### config.mk
export PLATFORM = sky130hd
export DESIGN_NAME = lrb_burst_ctrl
export DESIGN_NICKNAME = d
export VERILOG_FILES = /design/src/shared/lrb_pkg.sv /design/src/shared/lrb_fifo_if.sv /design/src/hdl/lrb_burst_ctrl.sv /design/src/hdl/lrb_fifo.sv
export SDC_FILE = /design/constraint.sdc
export NUM_CORES = 2
export LEC_CHECK = 0
export BUFFER_PORTS_ARGS = -buffer_cell sky130_fd_sc_hd__buf_2
export CORE_UTILIZATION = 30
export DETAILED_ROUTE_END_ITERATION = 7
export PLACE_DENSITY = 0.47
export SYNTH_ARGS = -nofsm -noshare
export SYNTH_HDL_FRONTEND = slang
export SYNTH_SLANG_ARGS = --single-unit
### constraint.sdc
create_clock -name clk -period 5.8 [get_ports clk]
set_input_delay 1.16 -clock clk [delete_from_list [all_inputs] [get_ports clk]]
set_output_delay 1.16 -clock clk [all_outputs]
set_load 0.05 [all_outputs]
### src/shared/lrb_pkg.sv
package lrb_pkg;
    // --------------------------------------------------------------
    // geometry
    // --------------------------------------------------------------
    localparam int BANKS = 4;
    localparam int BANK_W = 2;
    localparam int COL_W = 10;
    localparam int LANES = 4;
    localparam int LANE_W = 8;
    localparam int DATA_W = LANES * LANE_W;
    localparam int LAT_MAX = 8;
    localparam int FIFO_DEPTH = 16;
    localparam int WR_WORD_W = BANK_W + COL_W + DATA_W + LANES;

    // --------------------------------------------------------------
    // command codes on the command pins
    // --------------------------------------------------------------
    typedef enum logic [2:0] {
        CMD_NOP,
        CMD_ACTIVE,
        CMD_READ,
        CMD_WRITE,
        CMD_PRECHARGE,
        CMD_BURST_STOP
    } lrb_cmd_t;

    // burst length select codes
    localparam logic [1:0] BURST_LEN_2 = 2'h0;
    localparam logic [1:0] BURST_LEN_4 = 2'h1;
    localparam logic [1:0] BURST_LEN_8 = 2'h2;
    localparam logic [1:0] BURST_LEN_16 = 2'h3;
    localparam logic [4:0] BURST_BASE = 5'h02;

    // --------------------------------------------------------------
    // timing, clock periods in ns, intervals in link clock periods
    // --------------------------------------------------------------
    localparam int CLK_PERIOD_NS = 8;
    localparam int LINK_PERIOD_NS = 64;
    localparam int WRITE_RECOVERY_TICKS = 2;
    localparam int WRITE_TO_READ_TICKS = 1;
    localparam int ROW_ACTIVE_TICKS = 6;
    localparam int TICK_W = 4;

    // --------------------------------------------------------------
    // values after reset
    // --------------------------------------------------------------
    localparam logic [COL_W-1:0] COL_RESET = 10'h000;
    localparam logic [BANK_W-1:0] BANK_RESET = 2'h0;
    localparam logic [DATA_W-1:0] DATA_RESET = 32'h0000_0000;
    localparam logic [4:0] COUNT_RESET = 5'h00;
endpackage

### src/shared/lrb_fifo_if.sv
`timescale 1ns/1ps
interface lrb_fifo_if #(
    parameter int WIDTH = 8
);
    logic inValid;
    logic inReady;
    logic [WIDTH-1:0] inData;
    logic outValid;
    logic outReady;
    logic [WIDTH-1:0] outData;

    // storage side
    modport fifo (
        input inValid,
        input inData,
        input outReady,
        output inReady,
        output outValid,
        output outData
    );

    // producer and consumer side
    modport user (
        output inValid,
        output inData,
        output outReady,
        input inReady,
        input outValid,
        input outData
    );
endinterface

### src/hdl/lrb_burst_ctrl.sv
// Function
// - back-to-back reads join at length 4, cut off at lengths 8 and 16
// - random reads every tick to open rows; each new read interrupts the last
// - burst stop ends a read burst and leaves the row open
// - precharge two ticks after a read still lets two pairs out
// - read with auto precharge closes the row half a burst later
// - narrow mode, lower strobe times lower byte, upper strobe upper byte
// - wide mode, strobe n times byte lane n
// - write captures bank, column, auto precharge; precharges after the burst
// - byte stored when its mask is low, left alone when high
// - first element on first rising strobe edge, then every strobe edge
// - write done after postamble plus recovery or write-to-read interval
// - after a write burst, further input data is ignored
// - a new write may follow any tick, chaining or cutting the last
// - read cuts a write; only pairs captured before it are stored
// - recovery intervals count from first rising tick after the last pair
// - burst stop acts after read latency; output ends right there
`timescale 1ns/1ps
module lrb_burst_ctrl #(
    parameter int WR_TICKS = lrb_pkg::WRITE_RECOVERY_TICKS,
    parameter int WTR_TICKS = lrb_pkg::WRITE_TO_READ_TICKS,
    parameter int RAS_TICKS = lrb_pkg::ROW_ACTIVE_TICKS,
    parameter int FIFO_DEPTH = lrb_pkg::FIFO_DEPTH
) (
    input wire logic clk,
    input wire logic rst_b,
    input wire logic clkEn,
    input wire logic linkClk,
    input wire logic [2:0] cmdPins,
    input wire logic [lrb_pkg::BANK_W-1:0] cmdBank,
    input wire logic [lrb_pkg::COL_W-1:0] cmdCol,
    input wire logic cmdAutoPre,
    input wire logic wide32,
    input wire logic [1:0] burstLength,
    input wire logic [2:0] readLatency,
    input wire logic [lrb_pkg::DATA_W-1:0] dqIn,
    input wire logic [lrb_pkg::LANES-1:0] writeByteMask,
    input wire logic [lrb_pkg::LANES-1:0] wrStrobeIn,
    output logic [lrb_pkg::DATA_W-1:0] dqOut,
    output logic dqOe,
    output logic [lrb_pkg::LANES-1:0] rdStrobeOut,
    output logic rdStrobeOe,
    output logic [lrb_pkg::BANK_W-1:0] arrRdBank,
    output logic [lrb_pkg::COL_W-1:0] arrRdCol,
    input wire logic [lrb_pkg::DATA_W-1:0] arrRdData,
    output logic arrWrValid,
    input wire logic arrWrReady,
    output logic [lrb_pkg::BANK_W-1:0] arrWrBank,
    output logic [lrb_pkg::COL_W-1:0] arrWrCol,
    output logic [lrb_pkg::DATA_W-1:0] arrWrData,
    output logic [lrb_pkg::LANES-1:0] arrWrByteEn,
    output logic [lrb_pkg::BANKS-1:0] prechargeStart,
    output logic [lrb_pkg::BANKS-1:0] bankOpen,
    output logic readBusy,
    output logic writeBusy,
    output logic writeToReadMet
);
    import lrb_pkg::*;

    localparam int SYNC_W = 1 + 3 + BANK_W + COL_W + 1 + LANES + DATA_W + LANES;
    localparam logic [TICK_W-1:0] WR_T = TICK_W'(WR_TICKS);
    localparam logic [TICK_W-1:0] WTR_T = TICK_W'(WTR_TICKS);
    localparam logic [TICK_W-1:0] RAS_T = TICK_W'(RAS_TICKS);

    typedef enum logic [1:0] {WR_IDLE, WR_DATA, WR_RECOVER} lrb_wr_state_t;

    function automatic logic [COL_W-1:0] colOf(input logic [COL_W-1:0] base,
                                               input logic [4:0] idx,
                                               input logic [4:0] len);
        logic [COL_W-1:0] m;
        logic [COL_W-1:0] s;
        m = COL_W'(len - 5'h01);
        s = base + COL_W'(idx);
        colOf = (base & ~m) | (s & m);
    endfunction

    // ------------------------------------------------------------------
    // pin synchroniser and edge finders
    // ------------------------------------------------------------------
    logic [SYNC_W-1:0] syncA_q;
    logic [SYNC_W-1:0] syncB_q;
    logic ckPrev_q;
    logic [LANES-1:0] stbPrev_q;
    logic sCk;
    logic [2:0] sCmd;
    logic [BANK_W-1:0] sBank;
    logic [COL_W-1:0] sCol;
    logic sAp;
    logic [LANES-1:0] sStb;
    logic [DATA_W-1:0] sDq;
    logic [LANES-1:0] sMask;

    // two stages before anything looks at the pins
    always_ff @(posedge clk or negedge rst_b) begin
        if (!rst_b) begin
            syncA_q <= '0;
            syncB_q <= '0;
            ckPrev_q <= 1'b0;
            stbPrev_q <= '0;
        end else if (clkEn) begin
            syncA_q <= {linkClk, cmdPins, cmdBank, cmdCol, cmdAutoPre,
                        wrStrobeIn, dqIn, writeByteMask};
            syncB_q <= syncA_q;
            ckPrev_q <= sCk;
            stbPrev_q <= sStb;
        end
    end

    // unpack the settled pins and find link and strobe edges
    assign {sCk, sCmd, sBank, sCol, sAp, sStb, sDq, sMask} = syncB_q;
    wire ckRise = sCk & ~ckPrev_q;
    wire ckEdge = sCk ^ ckPrev_q;
    wire [LANES-1:0] stbRise = sStb & ~stbPrev_q;
    wire [LANES-1:0] stbEdge = sStb ^ stbPrev_q;

    // ------------------------------------------------------------------
    // command decode on each rising link tick
    // ------------------------------------------------------------------
    wire lrb_cmd_t cmdNow = lrb_cmd_t'(sCmd);
    wire isAct = ckRise & (cmdNow == CMD_ACTIVE);
    wire isRead = ckRise & (cmdNow == CMD_READ);
    wire isWrite = ckRise & (cmdNow == CMD_WRITE);
    wire isPre = ckRise & (cmdNow == CMD_PRECHARGE);
    wire isStop = ckRise & (cmdNow == CMD_BURST_STOP);
    wire [4:0] blElems = BURST_BASE << burstLength;
    wire [4:0] blHalf = blElems >> 1;
    wire [2:0] tapSel = readLatency - 3'h1;
    logic [BANK_W-1:0] rdCmdBank_q;
    // precharge to the bank being read cuts the burst like a stop
    wire preCuts = isPre & (sAp | (sBank == rdCmdBank_q));

    // ------------------------------------------------------------------
    // read latency pipeline
    // ------------------------------------------------------------------
    logic pipeValid_q [LAT_MAX];
    logic pipeStop_q [LAT_MAX];
    logic [BANK_W-1:0] pipeBank_q [LAT_MAX];
    logic [COL_W-1:0] pipeCol_q [LAT_MAX];

    // stops travel the same pipe as reads, same latency
    always_ff @(posedge clk or negedge rst_b) begin
        if (!rst_b) begin
            for (int i = 0; i < LAT_MAX; i++) begin
                pipeValid_q[i] <= 1'b0;
                pipeStop_q[i] <= 1'b0;
                pipeBank_q[i] <= BANK_RESET;
                pipeCol_q[i] <= COL_RESET;
            end
            rdCmdBank_q <= BANK_RESET;
        end else if (clkEn && ckRise) begin
            pipeValid_q[0] <= isRead | isStop | preCuts;
            pipeStop_q[0] <= isStop | preCuts;
            pipeBank_q[0] <= sBank;
            pipeCol_q[0] <= sCol;
            for (int i = 1; i < LAT_MAX; i++) begin
                pipeValid_q[i] <= pipeValid_q[i-1];
                pipeStop_q[i] <= pipeStop_q[i-1];
                pipeBank_q[i] <= pipeBank_q[i-1];
                pipeCol_q[i] <= pipeCol_q[i-1];
            end
            if (isRead) begin
                rdCmdBank_q <= sBank;
            end
        end
    end

    // entry reaching the latency tap acts on this tick
    wire tapValid = pipeValid_q[tapSel];
    wire tapStop = pipeStop_q[tapSel];
    wire startNow = ckRise & tapValid & ~tapStop;
    // a stop only silences the output, bank state is not touched
    wire stopNow = ckRise & tapValid & tapStop;

    // ------------------------------------------------------------------
    // read burst engine, one element per link edge
    // ------------------------------------------------------------------
    logic [4:0] rdLeft_q;
    logic [4:0] rdIdx_q;
    logic [4:0] rdLen_q;
    logic [COL_W-1:0] rdBase_q;
    logic emitPend_q;
    logic edgePend_q;
    logic oddPend_q;
    wire moreNow = ckEdge & ~stopNow & (rdLeft_q != COUNT_RESET);
    wire emitNow = startNow | moreNow;

    // a start at the tap always reloads, so 4 joins and 8/16 cut
    // new read interrupts whatever burst is running
    always_ff @(posedge clk or negedge rst_b) begin
        if (!rst_b) begin
            rdLeft_q <= COUNT_RESET;
            rdIdx_q <= COUNT_RESET;
            rdLen_q <= BURST_BASE;
            rdBase_q <= COL_RESET;
            arrRdBank <= BANK_RESET;
            arrRdCol <= COL_RESET;
        end else if (clkEn) begin
            if (startNow) begin
                rdLeft_q <= blElems - 5'h01;
                rdIdx_q <= 5'h01;
                rdLen_q <= blElems;
                rdBase_q <= pipeCol_q[tapSel];
                arrRdBank <= pipeBank_q[tapSel];
                arrRdCol <= pipeCol_q[tapSel];
            end else if (stopNow) begin
                rdLeft_q <= COUNT_RESET;
            end else if (moreNow) begin
                rdLeft_q <= rdLeft_q - 5'h01;
                rdIdx_q <= rdIdx_q + 5'h01;
                arrRdCol <= colOf(rdBase_q, rdIdx_q, rdLen_q);
            end
        end
    end

    // array answers one clock after the address; drive pins then
    always_ff @(posedge clk or negedge rst_b) begin
        if (!rst_b) begin
            emitPend_q <= 1'b0;
            edgePend_q <= 1'b0;
            oddPend_q <= 1'b0;
            dqOut <= DATA_RESET;
            dqOe <= 1'b0;
            rdStrobeOut <= '0;
        end else if (clkEn) begin
            emitPend_q <= emitNow;
            edgePend_q <= ckEdge;
            oddPend_q <= startNow ? 1'b0 : rdIdx_q[0];
            if (edgePend_q) begin
                dqOe <= emitPend_q;
                rdStrobeOut <= {LANES{emitPend_q & ~oddPend_q}};
                if (emitPend_q) begin
                    dqOut <= arrRdData;
                end
            end
        end
    end

    assign rdStrobeOe = dqOe;
    assign readBusy = (rdLeft_q != COUNT_RESET) | dqOe;

    // ------------------------------------------------------------------
    // write capture engine
    // ------------------------------------------------------------------
    lrb_wr_state_t wrState_q;
    logic [BANK_W-1:0] wrBank_q;
    logic [COL_W-1:0] wrBase_q;
    logic wrAp_q;
    logic [4:0] wrIdx_q;
    logic [4:0] wrLeft_q;
    logic [4:0] wrLen_q;
    logic [TICK_W-1:0] recElapsed_q;
    logic [LANES-1:0] laneGot_q;
    logic [LANES-1:0] laneRose_q;
    logic [LANES-1:0] laneMask_q;
    logic [DATA_W-1:0] laneData_q;
    logic wrApFire;
    lrb_fifo_if #(.WIDTH(WR_WORD_W)) wrq ();

    // narrow mode uses lanes 0 and 1 only
    wire [LANES-1:0] laneOn = wide32 ? 4'hF : 4'h3;
    wire inData = (wrState_q == WR_DATA);
    // first element needs a rising edge, then any edge
    wire [LANES-1:0] laneEdge = (laneRose_q & stbEdge) | (~laneRose_q & stbRise);
    // outside a burst nothing is captured
    wire [LANES-1:0] laneCap = {LANES{inData}} & laneOn & ~laneGot_q & laneEdge;
    wire elemFull = inData & ((laneGot_q & laneOn) == laneOn);
    wire elemPush = elemFull & wrq.inReady;
    wire lastElem = elemPush & (wrLeft_q == 5'h01);
    wire recDone = (wrState_q == WR_RECOVER) & ckRise & (recElapsed_q >= WR_T);

    // each lane latches on its own strobe
    generate
        for (genvar l = 0; l < LANES; l++) begin : g_lane
            always_ff @(posedge clk or negedge rst_b) begin
                if (!rst_b) begin
                    laneData_q[l*LANE_W +: LANE_W] <= '0;
                    laneMask_q[l] <= 1'b0;
                end else if (clkEn && laneCap[l]) begin
                    laneData_q[l*LANE_W +: LANE_W] <= sDq[l*LANE_W +: LANE_W];
                    laneMask_q[l] <= sMask[l];
                end
            end
        end
    endgenerate

    // lane flags: capture sets, a push clears laneGot_q of all lanes at once, laneRose_q stays set
    always_ff @(posedge clk or negedge rst_b) begin
        if (!rst_b) begin
            laneGot_q <= '0;
            laneRose_q <= '0;
        end else if (clkEn) begin
            if (isWrite && !inData) begin
                laneGot_q <= '0;
                laneRose_q <= '0;
            end else begin
                laneGot_q <= (elemPush ? '0 : laneGot_q) | laneCap;
                laneRose_q <= laneRose_q | laneCap;
            end
        end
    end

    // burst state, chaining and truncation
    always_ff @(posedge clk or negedge rst_b) begin
        if (!rst_b) begin
            wrState_q <= WR_IDLE;
            wrBank_q <= BANK_RESET;
            wrBase_q <= COL_RESET;
            wrAp_q <= 1'b0;
            wrIdx_q <= COUNT_RESET;
            wrLeft_q <= COUNT_RESET;
            wrLen_q <= BURST_BASE;
            recElapsed_q <= '0;
        end else if (clkEn) begin
            // command fields kept for the whole burst
            // a new write restarts the burst at its own column
            if (isWrite) begin
                wrState_q <= WR_DATA;
                wrBank_q <= sBank;
                wrBase_q <= sCol;
                wrAp_q <= sAp;
                wrIdx_q <= COUNT_RESET;
                wrLeft_q <= blElems;
                wrLen_q <= blElems;
            // read drops everything not yet captured
            end else if (isRead && inData) begin
                wrState_q <= WR_IDLE;
            end else begin
                case (wrState_q)
                    WR_DATA: begin
                        if (elemPush) begin
                            wrIdx_q <= wrIdx_q + 5'h01;
                            wrLeft_q <= wrLeft_q - 5'h01;
                        end
                        if (lastElem) begin
                            wrState_q <= WR_RECOVER;
                            recElapsed_q <= '0;
                        end
                    end
                    WR_RECOVER: begin
                        // first rise after the last pair is the reference
                        if (recDone) begin
                            wrState_q <= WR_IDLE;
                        end else if (ckRise) begin
                            recElapsed_q <= recElapsed_q + 1'b1;
                        end
                    end
                    default: begin
                        wrState_q <= WR_IDLE;
                    end
                endcase
            end
        end
    end

    // auto precharge once recovery is over
    assign wrApFire = recDone & wrAp_q & ~isWrite;
    // busy through data, postamble and recovery
    assign writeBusy = (wrState_q != WR_IDLE);
    assign writeToReadMet = (wrState_q == WR_IDLE) |
                            ((wrState_q == WR_RECOVER) & (recElapsed_q > WTR_T));

    // ------------------------------------------------------------------
    // write queue toward the array
    // ------------------------------------------------------------------
    assign wrq.inValid = elemFull;
    assign wrq.inData = {wrBank_q, colOf(wrBase_q, wrIdx_q, wrLen_q),
                         laneData_q, laneMask_q};
    assign wrq.outReady = arrWrReady;

    lrb_fifo #(
        .WIDTH(WR_WORD_W),
        .DEPTH(FIFO_DEPTH)
    ) u_wrq (
        .clk(clk),
        .rst_b(rst_b),
        .clkEn(clkEn),
        .port(wrq.fifo)
    );

    // a high mask bit disables that byte's write
    assign arrWrValid = wrq.outValid;
    assign {arrWrBank, arrWrCol, arrWrData} = wrq.outData[WR_WORD_W-1:LANES];
    assign arrWrByteEn = ~wrq.outData[LANES-1:0] & laneOn;

    // ------------------------------------------------------------------
    // per-bank row state and precharge scheduling
    // ------------------------------------------------------------------
    // each bank keeps its own open flag and timers
    generate
        for (genvar b = 0; b < BANKS; b++) begin : g_bank
            logic [TICK_W-1:0] rasCnt_q;
            logic [4:0] apCnt_q;
            logic apPend_q;
            wire hit = (sBank == BANK_W'(b));
            wire rasOk = (rasCnt_q >= RAS_T);
            // read auto precharge fires half a burst after the read
            wire rdApFire = ckRise & apPend_q & (apCnt_q <= 5'h01) & rasOk;
            wire expFire = isPre & (sAp | hit) & bankOpen[b];
            wire wrFire = wrApFire & (wrBank_q == BANK_W'(b));
            wire fire = rdApFire | expFire | wrFire;
            wire apSet = isRead & sAp & hit;

            always_ff @(posedge clk or negedge rst_b) begin
                if (!rst_b) begin
                    bankOpen[b] <= 1'b0;
                    prechargeStart[b] <= 1'b0;
                    rasCnt_q <= '0;
                    apCnt_q <= COUNT_RESET;
                    apPend_q <= 1'b0;
                end else if (clkEn) begin
                    prechargeStart[b] <= fire;
                    if (isAct && hit) begin
                        bankOpen[b] <= 1'b1;
                        rasCnt_q <= '0;
                    end else if (fire) begin
                        bankOpen[b] <= 1'b0;
                    end else if (ckRise && !rasOk) begin
                        rasCnt_q <= rasCnt_q + 1'b1;
                    end
                    if (apSet) begin
                        apPend_q <= 1'b1;
                        apCnt_q <= blHalf;
                    end else if (fire) begin
                        apPend_q <= 1'b0;
                    end else if (ckRise && apCnt_q > 5'h01) begin
                        apCnt_q <= apCnt_q - 5'h01;
                    end
                end
            end
        end
    endgenerate
endmodule

### src/hdl/lrb_fifo.sv
`timescale 1ns/1ps
module lrb_fifo #(
    parameter int WIDTH = 8,
    parameter int DEPTH = 16
) (
    input wire logic clk,
    input wire logic rst_b,
    input wire logic clkEn,
    lrb_fifo_if.fifo port
);
    localparam int PTR_W = $clog2(DEPTH);
    localparam int CNT_W = $clog2(DEPTH + 1);
    localparam logic [CNT_W-1:0] FULL_CNT = CNT_W'(DEPTH);
    localparam logic [PTR_W-1:0] LAST_PTR = PTR_W'(DEPTH - 1);

    logic [WIDTH-1:0] mem [DEPTH];
    logic [PTR_W-1:0] wrPtr_q;
    logic [PTR_W-1:0] rdPtr_q;
    logic [CNT_W-1:0] count_q;
    wire push = port.inValid & port.inReady;
    wire pop = port.outValid & port.outReady;

    // --------------------------------------------------------------
    // flags and head word
    // --------------------------------------------------------------
    assign port.inReady = (count_q != FULL_CNT);
    assign port.outValid = (count_q != '0);
    assign port.outData = mem[rdPtr_q];

    // storage array, no reset needed
    always_ff @(posedge clk) begin
        if (clkEn && push) begin
            mem[wrPtr_q] <= port.inData;
        end
    end

    // pointers wrap at the last slot
    always_ff @(posedge clk or negedge rst_b) begin
        if (!rst_b) begin
            wrPtr_q <= '0;
            rdPtr_q <= '0;
            count_q <= '0;
        end else if (clkEn) begin
            if (push) begin
                wrPtr_q <= (wrPtr_q == LAST_PTR) ? '0 : wrPtr_q + 1'b1;
            end
            if (pop) begin
                rdPtr_q <= (rdPtr_q == LAST_PTR) ? '0 : rdPtr_q + 1'b1;
            end
            if (push && !pop) begin
                count_q <= count_q + 1'b1;
            end else if (pop && !push) begin
                count_q <= count_q - 1'b1;
            end
        end
    end
endmodule

==> results.txt <==
- Result of the run: completed
- Time the worst path needs with I/O delays and setup: 4800 ps
- XOR/XNOR share of the synthesized area: 0.6150%
- Internal power comes to 18.55 mW.
* Arithmetic-cell share of the synthesized area counting full adders, half adders and majority gates: under 10%
- For this run, the register share of the synthesized area comes to 68.84%.
* Avg Cell Area, Syn: 14.99 µm²
- # clock sinks: 1212
- After clock tree synthesis, the clock-pin slew on the worst setup and hold paths is around 60 ps.
- Combinational family with the most area after synthesis: multiplexers
* Maximum clock frequency: ~210 MHz
* Main synth FF type: sky130_fd_sc_hd__edfxtp_1
* Layout fillers: roughly 16000
* Area of the multi-input gates: 14670 µm²
- Hold crit path type: primary input to async pin
- In this run, post-CTS repair resized a total of 0 instances.
- Dpl ws: between 1000 and 1500 ps
- For this design the total switching power over the nets is 10.58 mW.
- The slowest stage of the critical path belongs to the cell sky130_fd_sc_hd__dfrtp_2.
- Fraction of the cycle the final worst path needs: 82.75%
* Clock tree skew after final layout: 32.94 ps
- In the final routed layout, each cell accounts on average for 20.96 µm.
- Storage cell area: 34190 µm²
- CTS placed an instance of sky130_fd_sc_hd__clkbuf_16 at the clock tree root.
- Number of clock buffers inserted by TritonCTS: 141
- Counting flops with an async set or reset pin after synthesis yields a share of 36.63%.
- Post-synth design cell area: 49640 µm²
- Number of enable-type register cells in the synthesized netlist: 768
- Synthesized net count: roughly 3500
- Initial antenna violation count: 2
- Of the total synthesized cell area, the portion taken by AND, OR, NAND and NOR gates is a little under 7%.
- Part of the total power dissipated in the clock network: 28.8%
- DR vias/cell: around 4.8
- First-pass GRT wire length: 186.5 mm
* Number of distinct library cells after synthesis: 78
- Die Area: 167100 µm²
* Slew headroom: around 14%
* Syn-to-layout area delta: 16.39%
* Portion of total power attributed to combinational logic: a little under a third
- Per report_power, the sequential group accounts for about two fifths of the total.
* Critical path's largest stage delay: 820 ps
- Data arrives at the worst endpoint at 3640 ps.
* Share of synthesized area spent on multiplexers: roughly 14%
* DPL Wire Length: 71.06 mm
- After layout, the worst setup slack is 1000 ps.
* Required time of the critical path: 4640 ps
- Boundary Pins: about 210
* Placement Rows: about 150
* Number of global-route vias before repair: 28752
* Horizontal die dimension: 408.8 µm
- Detailed Route WL: 122.3 mm
- The placed instances occupy a cell area of 53410 µm².
* Clock buffer depth: 3
- All-layer global routing usage: 14.70%
* Number of buffers added on ports: roughly 210
* Switching Fraction: 36.32%
- Count of final setup violators: 0
* Largest net degree at the start of global routing: 128
- Final number of hold-violating endpoints: 0
* Kind of end point of the critical path: primary output
- Synthesized instance count: 3312
* Yosys warning total: 0
- IR analysis of the VDD net gives a maximum drop of 0.3721 mV.
* Path type of the worst setup path: flip-flop to primary output
- Before antenna repair, the detailed router went through 7 iterations.
- Clock tree from TritonCTS: done
* Flip-flop and latch count after synthesis: roughly 1200
- In the final layout, the share of cells above drive strength 1 is roughly a quarter.
* Fin Hold WS: 396.1 ps
* Synthesized-area fraction occupied by ao, oa, aoi and oai cells: approximately 6.0%
* Max Cap Violations: 0
- First DRT Iteration DRCs: 1860
- Latest clock arrival within the worst-skew pair: 770 ps
* Final standard cell area without fillers: 57780 µm²
* Die Y-Extent: slightly above 400 µm
- Leakage power figure: 22.34 nW
- Summed over all layers, the global routing overflow is 0.
- Setup repair after global routing left no endpoint under its margin.
- The detail route stage leaves a number of antenna-violating nets equal to 0.
- The H-tree was split into 4 levels.
* Post-layout nets: about 3700
- Core Box Area: 163500 µm²
* Initial cell density of the core: 30.36%
- The count of pins over their slew limit came to 0.
* Critical path, cell by cell: and2_2, buf_4, a221oi_1, a22oi_1, nand2_1, buf_2
* Maximum fanout along the worst path: 26
* Cts-stage hold buffer count: 0
- Power Total: about 29 mW
- DRC Markers: 0
* Least-Margin Pin Slew: 1282 ps
* Post-CTS Setup Inserts: 0
- Total power per unit cell area: 504.1 nW/µm²
- Category of the worst setup path launch point: flip-flop
- At the end of routability-driven placement, the weighted congestion stood at 0.7504.
- Total number of vias: ~28000
[Yosys cell counts (23+ instances only)]
| cell type | count | area (µm²) |
|---|---|---|
| sky130_fd_sc_hd__edfxtp_1 | 768 | 23060 |
| sky130_fd_sc_hd__buf_1 | 23 | 86.33 |
| sky130_fd_sc_hd__buf_2 | 26 | 130.1 |
| sky130_fd_sc_hd__a221oi_1 | 47 | 411.6 |
| sky130_fd_sc_hd__a22oi_1 | 46 | 345.3 |
| sky130_fd_sc_hd__mux2i_1 | 161 | 1612 |
| sky130_fd_sc_hd__nand2_1 | 534 | 2004 |
| sky130_fd_sc_hd__nand3_1 | 28 | 140.1 |
| sky130_fd_sc_hd__mux2_2 | 244 | 2748 |
| sky130_fd_sc_hd__o21ai_0 | 178 | 890.9 |
| sky130_fd_sc_hd__dfrtp_1 | 442 | 11060 |
| sky130_fd_sc_hd__clkbuf_1 | 118 | 442.9 |
| sky130_fd_sc_hd__ha_1 | 53 | 663.1 |
| sky130_fd_sc_hd__mux4_2 | 123 | 2770 |
| sky130_fd_sc_hd__inv_1 | 55 | 206.5 |
| sky130_fd_sc_hd__nor3_1 | 30 | 150.1 |
| sky130_fd_sc_hd__nor2_1 | 76 | 285.3 |
| sky130_fd_sc_hd__a21oi_1 | 88 | 440.4 |
[routing by layer]
layer	vias up	GRT usage (%)	wire length (µm)
li1	12896	-	-
met3	157	2.617	5050
met2	485	23.54	58050
met4	0	3.849	2206
met1	14398	20.48	56950
met5	-	0	0
[power groups by stage]
| stage | sequential (mW) | clock [mW] | combinational [mW] |
|---|---|---|---|
| after floorplan | 12.0 | 0 | 6.10 |
| after global placement | 12.0 | 0 | 8.97 |
| after detailed placement | 12.1 | 0 | 9.03 |
| after CTS | 11.9 | 8.66 | 9.06 |
| after global routing | 12.1 | 9.00 | 9.66 |
| final | 11.9 | 8.38 | 8.87 |
[through the flow]
| stage | utilization, % | TNS [ps] | cells |
|---|---|---|---|
| 6_report | 35.33 | 0 | 5834 |
| 3_3_place_gp | 32.67 | 0 | 5581 |
| 3_5_place_dp | 32.67 | 0 | 5581 |
| 2_1_floorplan | - | -250340 | 3312 |
| 5_1_grt | 35.33 | 0 | 5833 |
| 4_1_cts | 35.33 | 0 | 5833 |
[path summary, 6_finish.rpt]
path | endpoint | from | slack (ps) | cells past startpoint
setup / recovery | arrWrCol[9] | u_wrq.rdPtr_q[2]$_DFFE_PN0P_ | 1000 | 6
hold / removal | arrRdCol[7]$_DFFE_PN0P_ | rst_b | 400 | 1
setup reg to reg | u_wrq.mem[15][33]$_DFFE_PP_ | wrState_q[1]$_DFFE_PN0P_ | 2330 | 7
hold reg to reg | pipeCol_q[2]$_DFFE_PN0P_ | pipeCol_q[2]$_DFFE_PN0P_ | 470 | 2
max in group asynchronous | u_wrq.rdPtr_q[3]$_DFFE_PN0P_ | rst_b | 4170 | 2
min in group clk | pipeCol_q[2]$_DFFE_PN0P_ | pipeCol_q[2]$_DFFE_PN0P_ | 470 | 2
[worst max-delay path, delay by kind of cell (launching register included)]
| family | cells | cell delay, ps |
|---|---|---|
| compound gates | 2 | 350 |
| buf+inv | 2 | 710 |
| flops | 1 | 820 |
| simple gates | 2 | 980 |
[cells in the final DEF, fill, tap and decap left out, drive strengths merged, types with 88 or more instances in the layout]
master / count
mux4: 124
nand2: 534
mux2: 245
dfrtp: 442
mux2i: 161
edfxtp: 768
a21oi: 88
buf: 271
o21ai: 185
clkbuf: 198
[sequential cells by signal, summed over array words and instances, names as in the netlist, 5 cells and up]
| signal | flops |
|---|---|
| arrRdCol | 10 |
| dqOut | 32 |
| g_bank.apCnt_q | 20 |
| g_bank.rasCnt_q | 16 |
| laneData_q | 32 |
| pipeBank_q | 16 |
| pipeCol_q | 80 |
| pipeStop_q | 8 |
| pipeValid_q | 8 |
| rdBase_q | 10 |
| rdIdx_q | 5 |
| rdLeft_q | 5 |
| syncA_q | 57 |
| syncB_q | 57 |
| u_wrq.count_q | 5 |
| u_wrq.mem | 768 |
| wrBase_q | 10 |
| wrIdx_q | 5 |
| wrLeft_q | 5 |
[final cells by class]
cell class	count	share of cell area [%]
repair buffers	271	2.807
well taps	2175	4.710
clock inverters	54	0.7558
multi-input cells	1868	25.40
flip-flops and latches	1212	59.17
clock buffers	198	6.796
diodes	1	0.004331
inverters	55	0.3573
[logic make-up (layout without fill, tap and decap cells)]
family	Yosys count	after routing
and+or+nand+nor	777	777
AOI/OAI and AO/OA	471	471
buffers and inverters	232	578
DFF	1212	1212
adders and majority gates	56	56
xor gates and xnor gates	34	34
muxes	530	530
other	0	1
Power figures use the tool's default switching activity.
